`src/common/cfwl_defs.svh`:
```
`ifndef CFWL_DEFS_SVH
`define CFWL_DEFS_SVH
// Register byte offsets
`define CFWL_OFS_LPCTRL 12'h000
`define CFWL_OFS_WAKESEL 12'h004
`define CFWL_OFS_WDCTRL 12'h008
`define CFWL_OFS_WDCNT 12'h00C
`define CFWL_OFS_WDKEY 12'h010
`define CFWL_OFS_STATUS 12'h014
// Control and status register fields
`define CFWL_LP_SEL_HI 1
`define CFWL_LP_SEL_LO 0
`define CFWL_LP_QUAL_HI 7
`define CFWL_LP_QUAL_LO 2
`define CFWL_LP_WDWAKE 8
`define CFWL_WD_DIS_BIT 0
`define CFWL_WD_IRQ_BIT 1
`define CFWL_ST_MISS_BIT 0
`define CFWL_ST_LIMP_BIT 1
`define CFWL_ST_STATE_HI 4
`define CFWL_ST_STATE_LO 2
`define CFWL_ST_WDIRQ_BIT 5
// Reset values
`define CFWL_LPCTRL_RST 9'h000
`define CFWL_WAKESEL_RST 32'h00000000
`define CFWL_WDCTRL_RST 2'h0
// Watchdog constants
`define CFWL_WD_MAX 8'hFF
`define CFWL_WD_KEY1 8'h55
`define CFWL_WD_KEY2 8'hAA
`define CFWL_WD_PULSE_LEN 10'h200
// Clock rates: pclk 50 MHz, oscillator tick derived by divider
`define CFWL_PCLK_MHZ 50
`define CFWL_OSC_DIV 4'h4
`define CFWL_CLKFAIL_RST_CYC 5'h10
`endif

```
`src/common/cfwl_pkg.sv`:
```
`include "cfwl_defs.svh"
package cfwl_pkg;
    // Low-power controller states
    typedef enum logic [2:0] {
        CFWL_RUN = 3'h0,
        CFWL_IDLE = 3'h1,
        CFWL_STBY = 3'h2,
        CFWL_HALT = 3'h3,
        CFWL_WAKE = 3'h4
    } cfwl_lp_e;

    // Whole state of the block
    typedef struct packed {
        logic [2:0] osc_s;       // Oscillator-alive synchroniser
        logic [2:0] nmi_s;       // NMI pin synchroniser
        logic [2:0] dbg_s;       // Debugger wake synchroniser
        logic [31:0] gp_s1;      // GPIO synchroniser stage 1
        logic [31:0] gp_s2;
        logic [31:0] gp_s3;
        logic osc_ok;            // Filtered oscillator alive
        logic nmi_n;             // Filtered NMI level
        logic dbg_n;             // Filtered debugger level
        logic [31:0] gp_n;       // Filtered GPIO levels
        logic seen_osc;          // Oscillator was present once
        logic limp;              // Running on limp clock
        logic miss_flag;         // Sticky missing clock flag
        logic [4:0] rst_cnt;     // Device reset stretch
        logic [3:0] osc_div;     // Oscillator tick divider
        logic osc_tick;
        logic [7:0] wd_cnt;
        logic [9:0] wd_pulse;    // Remaining pulse ticks
        logic key_armed;
        logic wd_irq_flag;       // Sticky watchdog interrupt flag
        logic [8:0] lpctrl;
        logic [31:0] wakesel;
        logic [1:0] wdctrl;
        logic [5:0] qual_cnt;
        cfwl_lp_e st;
        logic pready;
        logic pslverr;
        logic [31:0] prdata;
        logic wd_rst_n;
        logic wd_irq;
        logic dev_rst_n;
        logic limp_route;
        logic osc_en;
        logic pll_en;
        logic cpu_en;
        logic sys_en;
        logic pin_hold;
        logic cpu_resume;
    } cfwl_state_s;
endpackage : cfwl_pkg

```
`src/rtl/cfwl_top.sv`:
```
// Design decisions made here: the address map and the APB register port.
`timescale 1ns/100ps
`default_nettype none
`include "cfwl_defs.svh"
module cfwl_top
    import cfwl_pkg::*;
(
    input wire logic pclk,
    input wire logic presetn,
    input wire logic [11:0] paddr,
    input wire logic psel,
    input wire logic penable,
    input wire logic pwrite,
    input wire logic [31:0] pwdata,
    output logic [31:0] prdata,
    output logic pready,
    output logic pslverr,
    input wire logic osc_alive,
    input wire logic pll_bypass,
    input wire logic ext_nmi_in_n,
    input wire logic dbg_wake_n,
    input wire logic [31:0] gpio_a_n,
    input wire logic cpu_idle_exec,
    input wire logic cpu_irq_taken,
    output logic wdog_reset_out_n,
    output logic wdog_wake_irq,
    output logic device_reset_n,
    output logic limp_clk_sel,
    output logic missing_clock_flag,
    output logic osc_clock_en,
    output logic pll_en,
    output logic cpu_clock_in_en,
    output logic system_clock_out_en,
    output logic pin_hold,
    output logic cpu_resume
);
    cfwl_state_s r_ff; // Registered state
    cfwl_state_s nxt_r; // Next state

    logic acc; // APB access phase with ready
    logic setup; // APB setup phase
    logic gp_wake; // Any selected GPIO held low
    logic [1:0] lp_sel; // Mode select field
    logic wd_run; // Watchdog may count this tick
    logic [31:0] gp_agree; // GPIO stages 2 and 3 agree, per line

    assign acc = psel && penable && r_ff.pready;
    assign setup = psel && !penable;
    assign lp_sel = r_ff.lpctrl[`CFWL_LP_SEL_HI:`CFWL_LP_SEL_LO];
    assign gp_wake = |(~r_ff.gp_n & r_ff.wakesel);
    // A line keeps its old filtered level while its two last stages still differ
    assign gp_agree = ~(r_ff.gp_s2 ^ r_ff.gp_s3);

    // Next-state logic for the whole block
    always_comb begin
        nxt_r = r_ff;
        // Three-stage synchronisers; filtered levels take the value only when stages 2 and 3 agree
        nxt_r.osc_s = {r_ff.osc_s[1:0], osc_alive};
        nxt_r.nmi_s = {r_ff.nmi_s[1:0], ext_nmi_in_n};
        nxt_r.dbg_s = {r_ff.dbg_s[1:0], dbg_wake_n};
        nxt_r.gp_s1 = gpio_a_n;
        nxt_r.gp_s2 = r_ff.gp_s1;
        nxt_r.gp_s3 = r_ff.gp_s2;
        if (r_ff.osc_s[1] == r_ff.osc_s[2]) begin
            nxt_r.osc_ok = r_ff.osc_s[2];
        end
        if (r_ff.nmi_s[1] == r_ff.nmi_s[2]) begin
            nxt_r.nmi_n = r_ff.nmi_s[2];
        end
        if (r_ff.dbg_s[1] == r_ff.dbg_s[2]) begin
            nxt_r.dbg_n = r_ff.dbg_s[2];
        end
        nxt_r.gp_n = (r_ff.gp_n & ~gp_agree) | (r_ff.gp_s3 & gp_agree);

        // Clock loss detection
        if (r_ff.osc_ok) begin
            nxt_r.seen_osc = 1'b1;
            nxt_r.limp = 1'b0;
        end else if (r_ff.seen_osc && r_ff.st != CFWL_HALT) begin
            nxt_r.limp = 1'b1;
        end
        if (nxt_r.limp && !r_ff.limp) begin
            nxt_r.rst_cnt = `CFWL_CLKFAIL_RST_CYC;
        end else if (r_ff.rst_cnt != 5'h00) begin
            nxt_r.rst_cnt = r_ff.rst_cnt - 5'h01;
        end
        // Limp source reaches the CPU clock mux only in bypass
        nxt_r.limp_route = nxt_r.limp && pll_bypass;

        // Oscillator tick; none while halted or while the oscillator is missing
        nxt_r.osc_tick = 1'b0;
        if (r_ff.osc_ok && r_ff.st != CFWL_HALT) begin
            if (r_ff.osc_div == `CFWL_OSC_DIV - 4'h1) begin
                nxt_r.osc_div = 4'h0;
                nxt_r.osc_tick = 1'b1;
            end else begin
                nxt_r.osc_div = r_ff.osc_div + 4'h1;
            end
        end

        // Watchdog counter, frozen on the limp clock
        wd_run = r_ff.osc_tick && r_ff.osc_ok;
        if (r_ff.wdctrl[`CFWL_WD_DIS_BIT]) begin
            nxt_r.wd_cnt = 8'h00;
            nxt_r.wd_pulse = 10'h000;
        end else if (wd_run) begin
            if (r_ff.wd_pulse != 10'h000) begin
                nxt_r.wd_pulse = r_ff.wd_pulse - 10'h001;
            end else if (r_ff.wd_cnt == `CFWL_WD_MAX) begin
                nxt_r.wd_pulse = `CFWL_WD_PULSE_LEN;
                nxt_r.wd_cnt = 8'h00;
            end else begin
                nxt_r.wd_cnt = r_ff.wd_cnt + 8'h01;
            end
        end
        // Pulse is routed to reset or to the wake interrupt by mode bit
        nxt_r.wd_rst_n = !(nxt_r.wd_pulse != 10'h000 && !r_ff.wdctrl[`CFWL_WD_IRQ_BIT]);
        nxt_r.wd_irq = nxt_r.wd_pulse != 10'h000 && r_ff.wdctrl[`CFWL_WD_IRQ_BIT];

        // APB slave: ready registered one cycle after setup, so every access has no wait state
        nxt_r.pready = setup;
        nxt_r.pslverr = 1'b0;
        if (setup) begin
            nxt_r.prdata = 32'h00000000;
            unique case (paddr)
                `CFWL_OFS_LPCTRL: nxt_r.prdata = {23'h000000, r_ff.lpctrl};
                `CFWL_OFS_WAKESEL: nxt_r.prdata = r_ff.wakesel;
                `CFWL_OFS_WDCTRL: nxt_r.prdata = {30'h00000000, r_ff.wdctrl};
                `CFWL_OFS_WDCNT: nxt_r.prdata = {24'h000000, r_ff.wd_cnt};
                `CFWL_OFS_WDKEY: nxt_r.prdata = 32'h00000000;
                `CFWL_OFS_STATUS: nxt_r.prdata = {26'h0000000, r_ff.wd_irq_flag, r_ff.st,
                                                  r_ff.limp, r_ff.miss_flag};
                default: nxt_r.pslverr = 1'b1; // Unmapped: error answer
            endcase
        end
        if (acc && pwrite) begin
            unique case (paddr)
                `CFWL_OFS_LPCTRL: nxt_r.lpctrl = pwdata[8:0];
                `CFWL_OFS_WAKESEL: nxt_r.wakesel = pwdata;
                `CFWL_OFS_WDCTRL: nxt_r.wdctrl = pwdata[1:0];
                `CFWL_OFS_WDKEY: begin
                    // Second key only counts if no other key-register write came between it and the first
                    if (pwdata[7:0] == `CFWL_WD_KEY1) begin
                        nxt_r.key_armed = 1'b1;
                    end else if (pwdata[7:0] == `CFWL_WD_KEY2 && r_ff.key_armed) begin
                        nxt_r.key_armed = 1'b0;
                        nxt_r.wd_cnt = 8'h00;
                    end else begin
                        nxt_r.key_armed = 1'b0;
                    end
                end
                `CFWL_OFS_STATUS: begin
                    // Write one to clear; a set in the same cycle wins below
                    if (pwdata[`CFWL_ST_MISS_BIT]) begin
                        nxt_r.miss_flag = 1'b0;
                    end
                    if (pwdata[`CFWL_ST_WDIRQ_BIT]) begin
                        nxt_r.wd_irq_flag = 1'b0;
                    end
                end
                default: nxt_r.key_armed = r_ff.key_armed;
            endcase
        end
        if (nxt_r.limp && !r_ff.limp) begin
            nxt_r.miss_flag = 1'b1;
        end
        if (nxt_r.wd_irq) begin
            nxt_r.wd_irq_flag = 1'b1;
        end

        // GPIO wake qualification, counted in oscillator ticks while a selected pin stays low
        if (!gp_wake) begin
            nxt_r.qual_cnt = 6'h00;
        end else if (r_ff.osc_tick && r_ff.qual_cnt != r_ff.lpctrl[`CFWL_LP_QUAL_HI:`CFWL_LP_QUAL_LO]) begin
            nxt_r.qual_cnt = r_ff.qual_cnt + 6'h01;
        end

        // Low-power controller
        nxt_r.cpu_resume = 1'b0;
        unique case (r_ff.st)
            CFWL_RUN: begin
                if (cpu_idle_exec) begin
                    if (lp_sel[1]) begin
                        nxt_r.st = CFWL_HALT;
                    end else if (lp_sel[0]) begin
                        nxt_r.st = CFWL_STBY;
                    end else begin
                        nxt_r.st = CFWL_IDLE;
                    end
                end
            end
            CFWL_IDLE: begin
                // Nothing else is done here; the CPU leaves on an interrupt, a watchdog interrupt or NMI
                if (cpu_irq_taken || r_ff.wd_irq || !r_ff.nmi_n) begin
                    nxt_r.st = CFWL_RUN;
                end
            end
            CFWL_STBY: begin
                // Debugger path is sampled on pclk, so it needs no CPU clock
                if ((r_ff.wd_irq && r_ff.lpctrl[`CFWL_LP_WDWAKE]) || !r_ff.nmi_n || !r_ff.dbg_n
                    || (gp_wake && r_ff.qual_cnt == r_ff.lpctrl[`CFWL_LP_QUAL_HI:`CFWL_LP_QUAL_LO])) begin
                    nxt_r.st = CFWL_WAKE;
                end
            end
            CFWL_HALT: begin
                // No oscillator ticks here, so GPIO is taken on its synchronised level
                if (!r_ff.nmi_n || !r_ff.dbg_n || gp_wake) begin
                    nxt_r.st = CFWL_WAKE;
                end
            end
            CFWL_WAKE: begin
                // Clocks come back one cycle before the CPU resumes
                nxt_r.st = CFWL_RUN;
                nxt_r.cpu_resume = 1'b1;
            end
            default: nxt_r.st = CFWL_RUN;
        endcase

        // No tick may be launched into the first halted cycle
        if (nxt_r.st == CFWL_HALT) begin
            nxt_r.osc_tick = 1'b0;
        end
        // Clock enables follow the next state so they line up with it
        nxt_r.osc_en = nxt_r.st != CFWL_HALT;
        nxt_r.pll_en = nxt_r.st != CFWL_HALT;
        nxt_r.cpu_en = nxt_r.st == CFWL_RUN || nxt_r.st == CFWL_IDLE || nxt_r.st == CFWL_WAKE;
        nxt_r.sys_en = nxt_r.st == CFWL_RUN || nxt_r.st == CFWL_IDLE || nxt_r.st == CFWL_WAKE;
        nxt_r.pin_hold = nxt_r.st != CFWL_RUN;
        nxt_r.dev_rst_n = nxt_r.rst_cnt == 5'h00;
    end

    // State register
    always_ff @(posedge pclk or negedge presetn) begin
        if (!presetn) begin
            r_ff <= '0;
            r_ff.st <= CFWL_RUN;
            r_ff.lpctrl <= `CFWL_LPCTRL_RST;
            r_ff.wakesel <= `CFWL_WAKESEL_RST;
            r_ff.wdctrl <= `CFWL_WDCTRL_RST;
            // NMI, debugger and GPIO synchronisers start at the idle high level, so no false wake follows reset
            r_ff.nmi_s <= 3'h7;
            r_ff.dbg_s <= 3'h7;
            r_ff.gp_s1 <= 32'hFFFFFFFF;
            r_ff.gp_s2 <= 32'hFFFFFFFF;
            r_ff.gp_s3 <= 32'hFFFFFFFF;
            r_ff.nmi_n <= 1'b1;
            r_ff.dbg_n <= 1'b1;
            r_ff.gp_n <= 32'hFFFFFFFF;
            r_ff.wd_rst_n <= 1'b1;
            r_ff.dev_rst_n <= 1'b1;
            r_ff.osc_en <= 1'b1;
            r_ff.pll_en <= 1'b1;
            r_ff.cpu_en <= 1'b1;
            r_ff.sys_en <= 1'b1;
        end else begin
            r_ff <= nxt_r;
        end
    end

    // Outputs straight from flip-flops
    assign prdata = r_ff.prdata;
    assign pready = r_ff.pready;
    assign pslverr = r_ff.pslverr;
    assign wdog_reset_out_n = r_ff.wd_rst_n;
    assign wdog_wake_irq = r_ff.wd_irq;
    assign device_reset_n = r_ff.dev_rst_n;
    assign limp_clk_sel = r_ff.limp_route;
    assign missing_clock_flag = r_ff.miss_flag;
    assign osc_clock_en = r_ff.osc_en;
    assign pll_en = r_ff.pll_en;
    assign cpu_clock_in_en = r_ff.cpu_en;
    assign system_clock_out_en = r_ff.sys_en;
    assign pin_hold = r_ff.pin_hold;
    assign cpu_resume = r_ff.cpu_resume;

    // Helper: length of the current low reset pulse in pclk cycles, cleared a cycle after it ends
    logic [15:0] low_len_ff;
    always_ff @(posedge pclk or negedge presetn) begin
        if (!presetn) begin
            low_len_ff <= 16'h0000;
        end else if (!r_ff.wd_rst_n) begin
            low_len_ff <= low_len_ff + 16'h0001;
        end else begin
            low_len_ff <= 16'h0000;
        end
    end

    // Watchdog checks
    AST_WD_PULSE_LEN: assert property (@(posedge pclk) disable iff (!presetn)
        $rose(wdog_reset_out_n) && !$past(r_ff.wdctrl[0]) && $past(r_ff.osc_ok, 2) |-> low_len_ff >= 16'h07F8)
        else $error("Watchdog reset pulse too short");
    AST_WD_HOLD: assert property (@(posedge pclk) disable iff (!presetn)
        !r_ff.osc_ok && !$past(r_ff.osc_ok) && !acc |=> $stable(r_ff.wd_cnt) || r_ff.wdctrl[0])
        else $error("Watchdog counted without oscillator");
    AST_WD_KEY: assert property (@(posedge pclk) disable iff (!presetn)
        acc && pwrite && paddr == 12'h010 && pwdata[7:0] == 8'hAA && r_ff.key_armed |=> r_ff.wd_cnt == 8'h00)
        else $error("Key sequence did not clear counter");
    AST_WD_DIS: assert property (@(posedge pclk) disable iff (!presetn)
        r_ff.wdctrl[0] |=> wdog_reset_out_n && !wdog_wake_irq)
        else $error("Pulse while watchdog disabled");

    // Clock-loss checks
    AST_MISS_RST: assert property (@(posedge pclk) disable iff (!presetn)
        $rose(r_ff.limp) |-> missing_clock_flag && !device_reset_n ##1 !device_reset_n [*8])
        else $error("Clock loss without flag and reset");
    AST_LIMP: assert property (@(posedge pclk) disable iff (!presetn)
        r_ff.limp |-> r_ff.seen_osc)
        else $error("Limp mode before oscillator seen");

    // Low-power checks
    AST_HALT_CLK: assert property (@(posedge pclk) disable iff (!presetn)
        r_ff.st == CFWL_HALT |-> !osc_clock_en && !pll_en && !cpu_clock_in_en && !r_ff.osc_tick)
        else $error("Clocks running in halt");
    AST_STBY_CLK: assert property (@(posedge pclk) disable iff (!presetn)
        r_ff.st == CFWL_STBY |-> osc_clock_en && !cpu_clock_in_en && !system_clock_out_en && pin_hold)
        else $error("Standby clock gating wrong");
    AST_IDLE_SYS: assert property (@(posedge pclk) disable iff (!presetn)
        r_ff.st == CFWL_IDLE |-> system_clock_out_en && cpu_clock_in_en)
        else $error("System clock gated in idle");
    AST_ENTRY: assert property (@(posedge pclk) disable iff (!presetn)
        $past(r_ff.st) == CFWL_RUN && r_ff.st != CFWL_RUN |-> $past(cpu_idle_exec))
        else $error("Low-power entry without idle instruction");
    AST_HALT_EXIT: assert property (@(posedge pclk) disable iff (!presetn)
        $past(r_ff.st) == CFWL_HALT && r_ff.st == CFWL_WAKE |=> r_ff.st == CFWL_RUN && cpu_resume)
        else $error("Wake did not resume the CPU");

    // Wake and routing checks
    AST_IDLE_IRQ: assert property (@(posedge pclk) disable iff (!presetn)
        r_ff.st == CFWL_IDLE && cpu_irq_taken |=> r_ff.st == CFWL_RUN)
        else $error("Idle not left on interrupt");
    AST_IDLE_NMI: assert property (@(posedge pclk) disable iff (!presetn)
        r_ff.st == CFWL_IDLE && !r_ff.nmi_n |=> r_ff.st == CFWL_RUN)
        else $error("Idle not left on NMI");
    AST_STBY_WD: assert property (@(posedge pclk) disable iff (!presetn)
        r_ff.st == CFWL_STBY && wdog_wake_irq && r_ff.lpctrl[`CFWL_LP_WDWAKE] |=> r_ff.st == CFWL_WAKE)
        else $error("Standby not left on watchdog");
    AST_STBY_DBG: assert property (@(posedge pclk) disable iff (!presetn)
        r_ff.st == CFWL_STBY && !r_ff.dbg_n |=> r_ff.st == CFWL_WAKE)
        else $error("Standby not left on debugger");
    AST_HALT_STAY: assert property (@(posedge pclk) disable iff (!presetn)
        r_ff.st == CFWL_HALT && r_ff.nmi_n && r_ff.dbg_n && !gp_wake |=> r_ff.st == CFWL_HALT)
        else $error("Halt left without a wake source");
    AST_HALT_DBG: assert property (@(posedge pclk) disable iff (!presetn)
        r_ff.st == CFWL_HALT && !r_ff.dbg_n |=> r_ff.st == CFWL_WAKE)
        else $error("Halt not left on debugger");
    AST_LIMP_ROUTE: assert property (@(posedge pclk) disable iff (!presetn)
        r_ff.limp && $past(pll_bypass) |-> limp_clk_sel)
        else $error("Limp clock not routed in bypass");
    AST_WAKE_CLK: assert property (@(posedge pclk) disable iff (!presetn)
        r_ff.st == CFWL_WAKE |-> cpu_clock_in_en && system_clock_out_en)
        else $error("Clocks off while waking");
endmodule : cfwl_top
`default_nettype wire

```
`config.mk`:
```
export PLATFORM = sky130hd
export DESIGN_NAME = cfwl_top
export DESIGN_NICKNAME = d
export VERILOG_FILES = /design/src/common/cfwl_pkg.sv /design/src/rtl/cfwl_top.sv
export VERILOG_INCLUDE_DIRS = /design/src /design/src/common
export SDC_FILE = /design/constraint.sdc
export NUM_CORES = 1
export LEC_CHECK = 0
export BUFFER_PORTS_ARGS = -buffer_cell sky130_fd_sc_hd__buf_2
export CAP_MARGIN = 20
export CORE_ASPECT_RATIO = 1.75
export CORE_MARGIN = 2
export CORE_UTILIZATION = 62
export CTS_CLUSTER_DIAMETER = 120
export CTS_CLUSTER_SIZE = 20
export DETAILED_ROUTE_END_ITERATION = 16
export PLACE_DENSITY = 0.82
export SYNTH_ARGS = -nofsm -noshare
export SYNTH_HDL_FRONTEND = slang
export SYNTH_SLANG_ARGS = --single-unit
```
`constraint.sdc`:
```
create_clock -name pclk -period 3.8 [get_ports pclk]
set_input_delay 0.57 -clock pclk [delete_from_list [all_inputs] [get_ports pclk]]
set_output_delay 0.57 -clock pclk [all_outputs]
set_load 0.1 [all_outputs]
```
==> impl_summary.md <==
Cells and area
Summing all non-filler instances in the final layout gives an area of 11500 um2. Of the cells placed in the final design, the portion with a size suffix greater than 1 is 39.2%. The repair_antennas step left the layout with diodes totalling 0. The utilization after layout is 70.3%. Compared with the post-synthesis result, the final layout area differs by 11.2%. The net count of the finished layout is 971. The count of filler cells inserted in the layout is 1132. The register cell area after layout is 6860 um2.

The multi-input gate area in the final layout is 3060 um2.

CTS
Buffers added to address setup during post-CTS repair amount to 0. The clock tree from TritonCTS is done. In this run, post-CTS repair resized a total of 0 instances.

The clock net sink count is 267. At the later pin of the worst-skew pair, clock insertion delay measures 0.48 ns. The maximum level of the CTS H-tree is 1. No sink is reached through more buffers than the 3 on the longest clock path. The cell at the root of the clock tree is sky130_fd_sc_hd__clkbuf_16. After clock tree synthesis, the clock-pin slew on the worst setup and hold paths is 0.09 ns. In this run, CTS created clock tree buffers numbering 17. The cts-stage hold buffer count is 0.

Power
The worst-case vdd ir drop is 0.467 mV. The combinational group share of total power is 14.0%. Net switching is 26.7% of the power. The internal cell power is 4.32 mW. In this run the static leakage power is 5.10 nW.

The final total power is 5.90 mW. For this design the total switching power over the nets is 1.57 mW. The clock network is responsible for 29.2% of the overall power. The share of total power dissipated in sequential elements is 56.8%. The total power divided by cell area is 512 nW/um2.

Floorplanning
The floorplan has 62 rows. The count of boundary I/O pins is 132. The initial core utilization is 63.2%. The overall die height is 175 um. The placeable core region is 16400 um2.

The horizontal die dimension is 102 um. The area enclosed by the die boundary is 17800 um2.

Critical path
For flop-to-flop paths, the worst setup slack is 1.10 ns. Of all nets on the critical path, the largest fanout is 7. The critical-path cell with the highest stage delay is sky130_fd_sc_hd__or4b_1.

The sum of buffers and inverters on the critical path is 1. The cell type group with the largest total delay on the critical path is simple AND/OR/NAND/NOR gates. The required arrival time at the worst endpoint is 4.16 ns.

The worst setup path is launched from a register. The largest single stage delay on the critical path is 0.57 ns. STA classifies the critical path endpoint as a register. Walking the worst path, the cells encountered are inv_1, ha_1, or4b_1, or3_1, nor2_2, a211o_1, and4bb_4, nor2_1. The critical setup path kind is reg2reg. The arrival time at the worst endpoint is 3.06 ns.

Synthesis
Counting flops with an async set or reset pin after synthesis yields a share of 100%. During synthesis, Yosys emitted a total of 0 warnings. The number of enable flip-flop cells after synthesis is 0.

The number of cells produced by synthesis is 778. The post-synthesis cell type with the largest combined area is sky130_fd_sc_hd__dfstp_2. The average cell area after synthesis is 13.3 um2.

Of the synthesized area, sequential elements account for 66.2%. Summing the areas of all compound-gate instances in the mapped netlist gives 8.67% of the synthesized area. The count of different cell masters after synthesis is 62. The multiplexer share of the synthesized area is 4.81%. The total nets after synthesis is 871.

The commonest cells after synthesis are sky130_fd_sc_hd__dfstp_2 (140), sky130_fd_sc_hd__dfrtp_1 (127), sky130_fd_sc_hd__nor2_1 (46). The share of Yosys cell area claimed by the top area cell type is 35.5%. The most used flip-flop cell after synthesis is sky130_fd_sc_hd__dfstp_2.

Summing the areas of all and, or, nand and nor instances in the mapped netlist gives 10.4% of the synthesized area. By area, the combinational part of the netlist is dominated by simple AND/OR/NAND/NOR gates. By area the synthesized netlist is led by sky130_fd_sc_hd__dfstp_2 (36%), sky130_fd_sc_hd__dfrtp_1 (31%), sky130_fd_sc_hd__mux2_2 (4.1%). The most numerous cell in the Yosys netlist is sky130_fd_sc_hd__dfstp_2. The arithmetic-cell share of the synthesized area counting full adders, half adders and majority gates is 4.11%. The cell area that synthesis handed to floorplanning was 10300 um2. Synthesis inferred 267 register bits.

Of the total synthesized cell area, the portion taken by XOR and XNOR cells is 1.52%.

Placement
During placement, the flow inserted port buffers numbering 131. The congestion estimate from routability-driven global placement came to 0.940. The placed wire-length estimate is 15100 um.

The placed instances occupy a cell area of 11000 um2.

Drt
The first routing iteration left 296 violations. The post-route antenna net violation count is 0. The detailed router placed 6365 vias in this run.

The number of optimization iterations in the first detailed-route pass is 4. The aggregate routed wire length is 20700 um. The residual DRC count is 0.

After detailed routing, the number of vias per cell comes to 5.72. The detail-routed net length per standard cell is 18.6 um.

Timing
On the final layout, the worst hold slack is 0.151 ns. For the finished layout, the period the worst path requires is 2.70 ns. Setup repair after global routing left no endpoint under its margin.

For the pin with the worst max-slew slack, the measured transition is 0.775 ns. Headroom to the max-slew limit came out at 47.8%. Summed over all failing endpoints, the final setup total negative slack is 0 ns. The total setup violations reported at the end of the flow is 0.

The maximum achievable frequency is 370 MHz. The worst setup skew after layout is 0.0194 ns. The total count of max-transition violations in the final report is 0. The final hold violation count was 0. The final critical path takes up 71.2% of the cycle.

Run status
The run finished with clean final reports.

Global routing
The initial antenna violation count is 0. The global routing stage identified its most utilized layer as met2. The first global-routing pass estimated 33600 um of wire.

Global routing finished with a remaining overflow of 0. The met2 usage in global routing is 43.1%. The via count of the first global-routing pass is 6671. The met1 track utilization from global routing is 29.4%. The met3 layer usage reported by global route is 2.80%.

The aggregate global-route resource usage is 24.4%. Entering global routing, the biggest net connects 112 pins.

Hold path
In this run the worst hold path is classified as in2async.

Flow run
The tool flagged a number of max-cap violations equal to 0.
-- worst register-to-register path: stages, from the launching register on --
cell                       delay (ns)
sky130_fd_sc_hd__dfrtp_1         0.47
sky130_fd_sc_hd__inv_1           0.14
sky130_fd_sc_hd__ha_1            0.20
sky130_fd_sc_hd__or4b_1          0.57
sky130_fd_sc_hd__or3_1           0.49
sky130_fd_sc_hd__nor2_2          0.18
sky130_fd_sc_hd__a211o_1         0.18
sky130_fd_sc_hd__and4bb_4        0.27
sky130_fd_sc_hd__nor2_1          0.08
-- logic make-up (layout without fill, tap and decap cells) --
family                     after synthesis  in the layout
muxes                                   45             45
buffers and inverters                   80            190
adders and majority gates               41             41
xor gates and xnor gates                18             18
AOI/OAI and AO/OA                      129            129
and+or+nand+nor                        198            198
DFF                                    267            267
-- power by group through the flow --
stage	registers (mW)	clock network, mW	logic [mW]
2_1_floorplan	3.36	0	0.557
3_3_place_gp	3.38	0	0.796
3_5_place_dp	3.39	0	0.821
4_1_cts	3.34	1.79	0.828
5_1_grt	3.38	1.89	0.922
6_report	3.35	1.72	0.825
-- worst paths after layout --
path / from / end / cells after the start
max: r_ff[98] / wdog_wake_irq / 8
max in group asynchronous: presetn / system_clock_out_en / 2
min reg2reg: nxt_r[204] / nxt_r[172] / 0
min in group pclk: gpio_a_n[27] / nxt_r[223] / 1
min: presetn / prdata[15] / 1
max reg2reg: r_ff[98] / wdog_wake_irq / 8
-- layout by cell type, fill, tap and decap left out, types with 5 or more instances in the layout --
master / count
sky130_fd_sc_hd__nand4_1: 6
sky130_fd_sc_hd__and2_1: 5
sky130_fd_sc_hd__buf_2: 130
sky130_fd_sc_hd__dfrtp_1: 127
sky130_fd_sc_hd__xnor2_1: 7
sky130_fd_sc_hd__ha_1: 6
sky130_fd_sc_hd__buf_4: 8
sky130_fd_sc_hd__xor2_1: 11
sky130_fd_sc_hd__nand2b_1: 31
sky130_fd_sc_hd__o21ai_0: 32
sky130_fd_sc_hd__o31ai_1: 5
sky130_fd_sc_hd__a21oi_1: 19
sky130_fd_sc_hd__nor3_1: 18
sky130_fd_sc_hd__o2111ai_1: 9
sky130_fd_sc_hd__clkbuf_1: 11
sky130_fd_sc_hd__a22oi_1: 10
sky130_fd_sc_hd__inv_1: 21
sky130_fd_sc_hd__a22o_1: 23
sky130_fd_sc_hd__clkbuf_16: 17
sky130_fd_sc_hd__nand3_1: 6
sky130_fd_sc_hd__or3_1: 5
sky130_fd_sc_hd__nand2_1: 34
sky130_fd_sc_hd__nor2_1: 46
sky130_fd_sc_hd__dfstp_2: 140
sky130_fd_sc_hd__nor4_1: 7
sky130_fd_sc_hd__nor2b_1: 6
sky130_fd_sc_hd__maj3_1: 35
sky130_fd_sc_hd__mux2_2: 38
sky130_fd_sc_hd__mux2i_1: 7
-- stage by stage --
step / setup WS (ns) / std cells
final: 1.10 / 1112
after global routing: 1.03 / 1112
after CTS: 1.15 / 1112
after detailed placement: 0.749 / 1083
after global placement: 0.849 / 1083
after floorplan: 1.40 / 778
-- routing by layer --
layer | vias to the layer above | part of all wire, % | wire length (um)
met5 | - | 0 | 0
met4 | 0 | 4.6 | 950
met3 | 60 | 4.1 | 852
met2 | 171 | 55 | 11400
met1 | 3244 | 36 | 7540
li1 | 2890 | - | -
-- layout make-up --
cell class / instances / area share (%)
sequential: 267 / 59.6
multi-input combinational: 431 / 26.6
timing repair buffer: 140 / 6.48
clock buffer: 28 / 4.06
tap: 224 / 2.44
inverter: 21 / 0.685
clock inverter: 1 / 0.141
No activity file was read; power rests on OpenSTA's default activity.
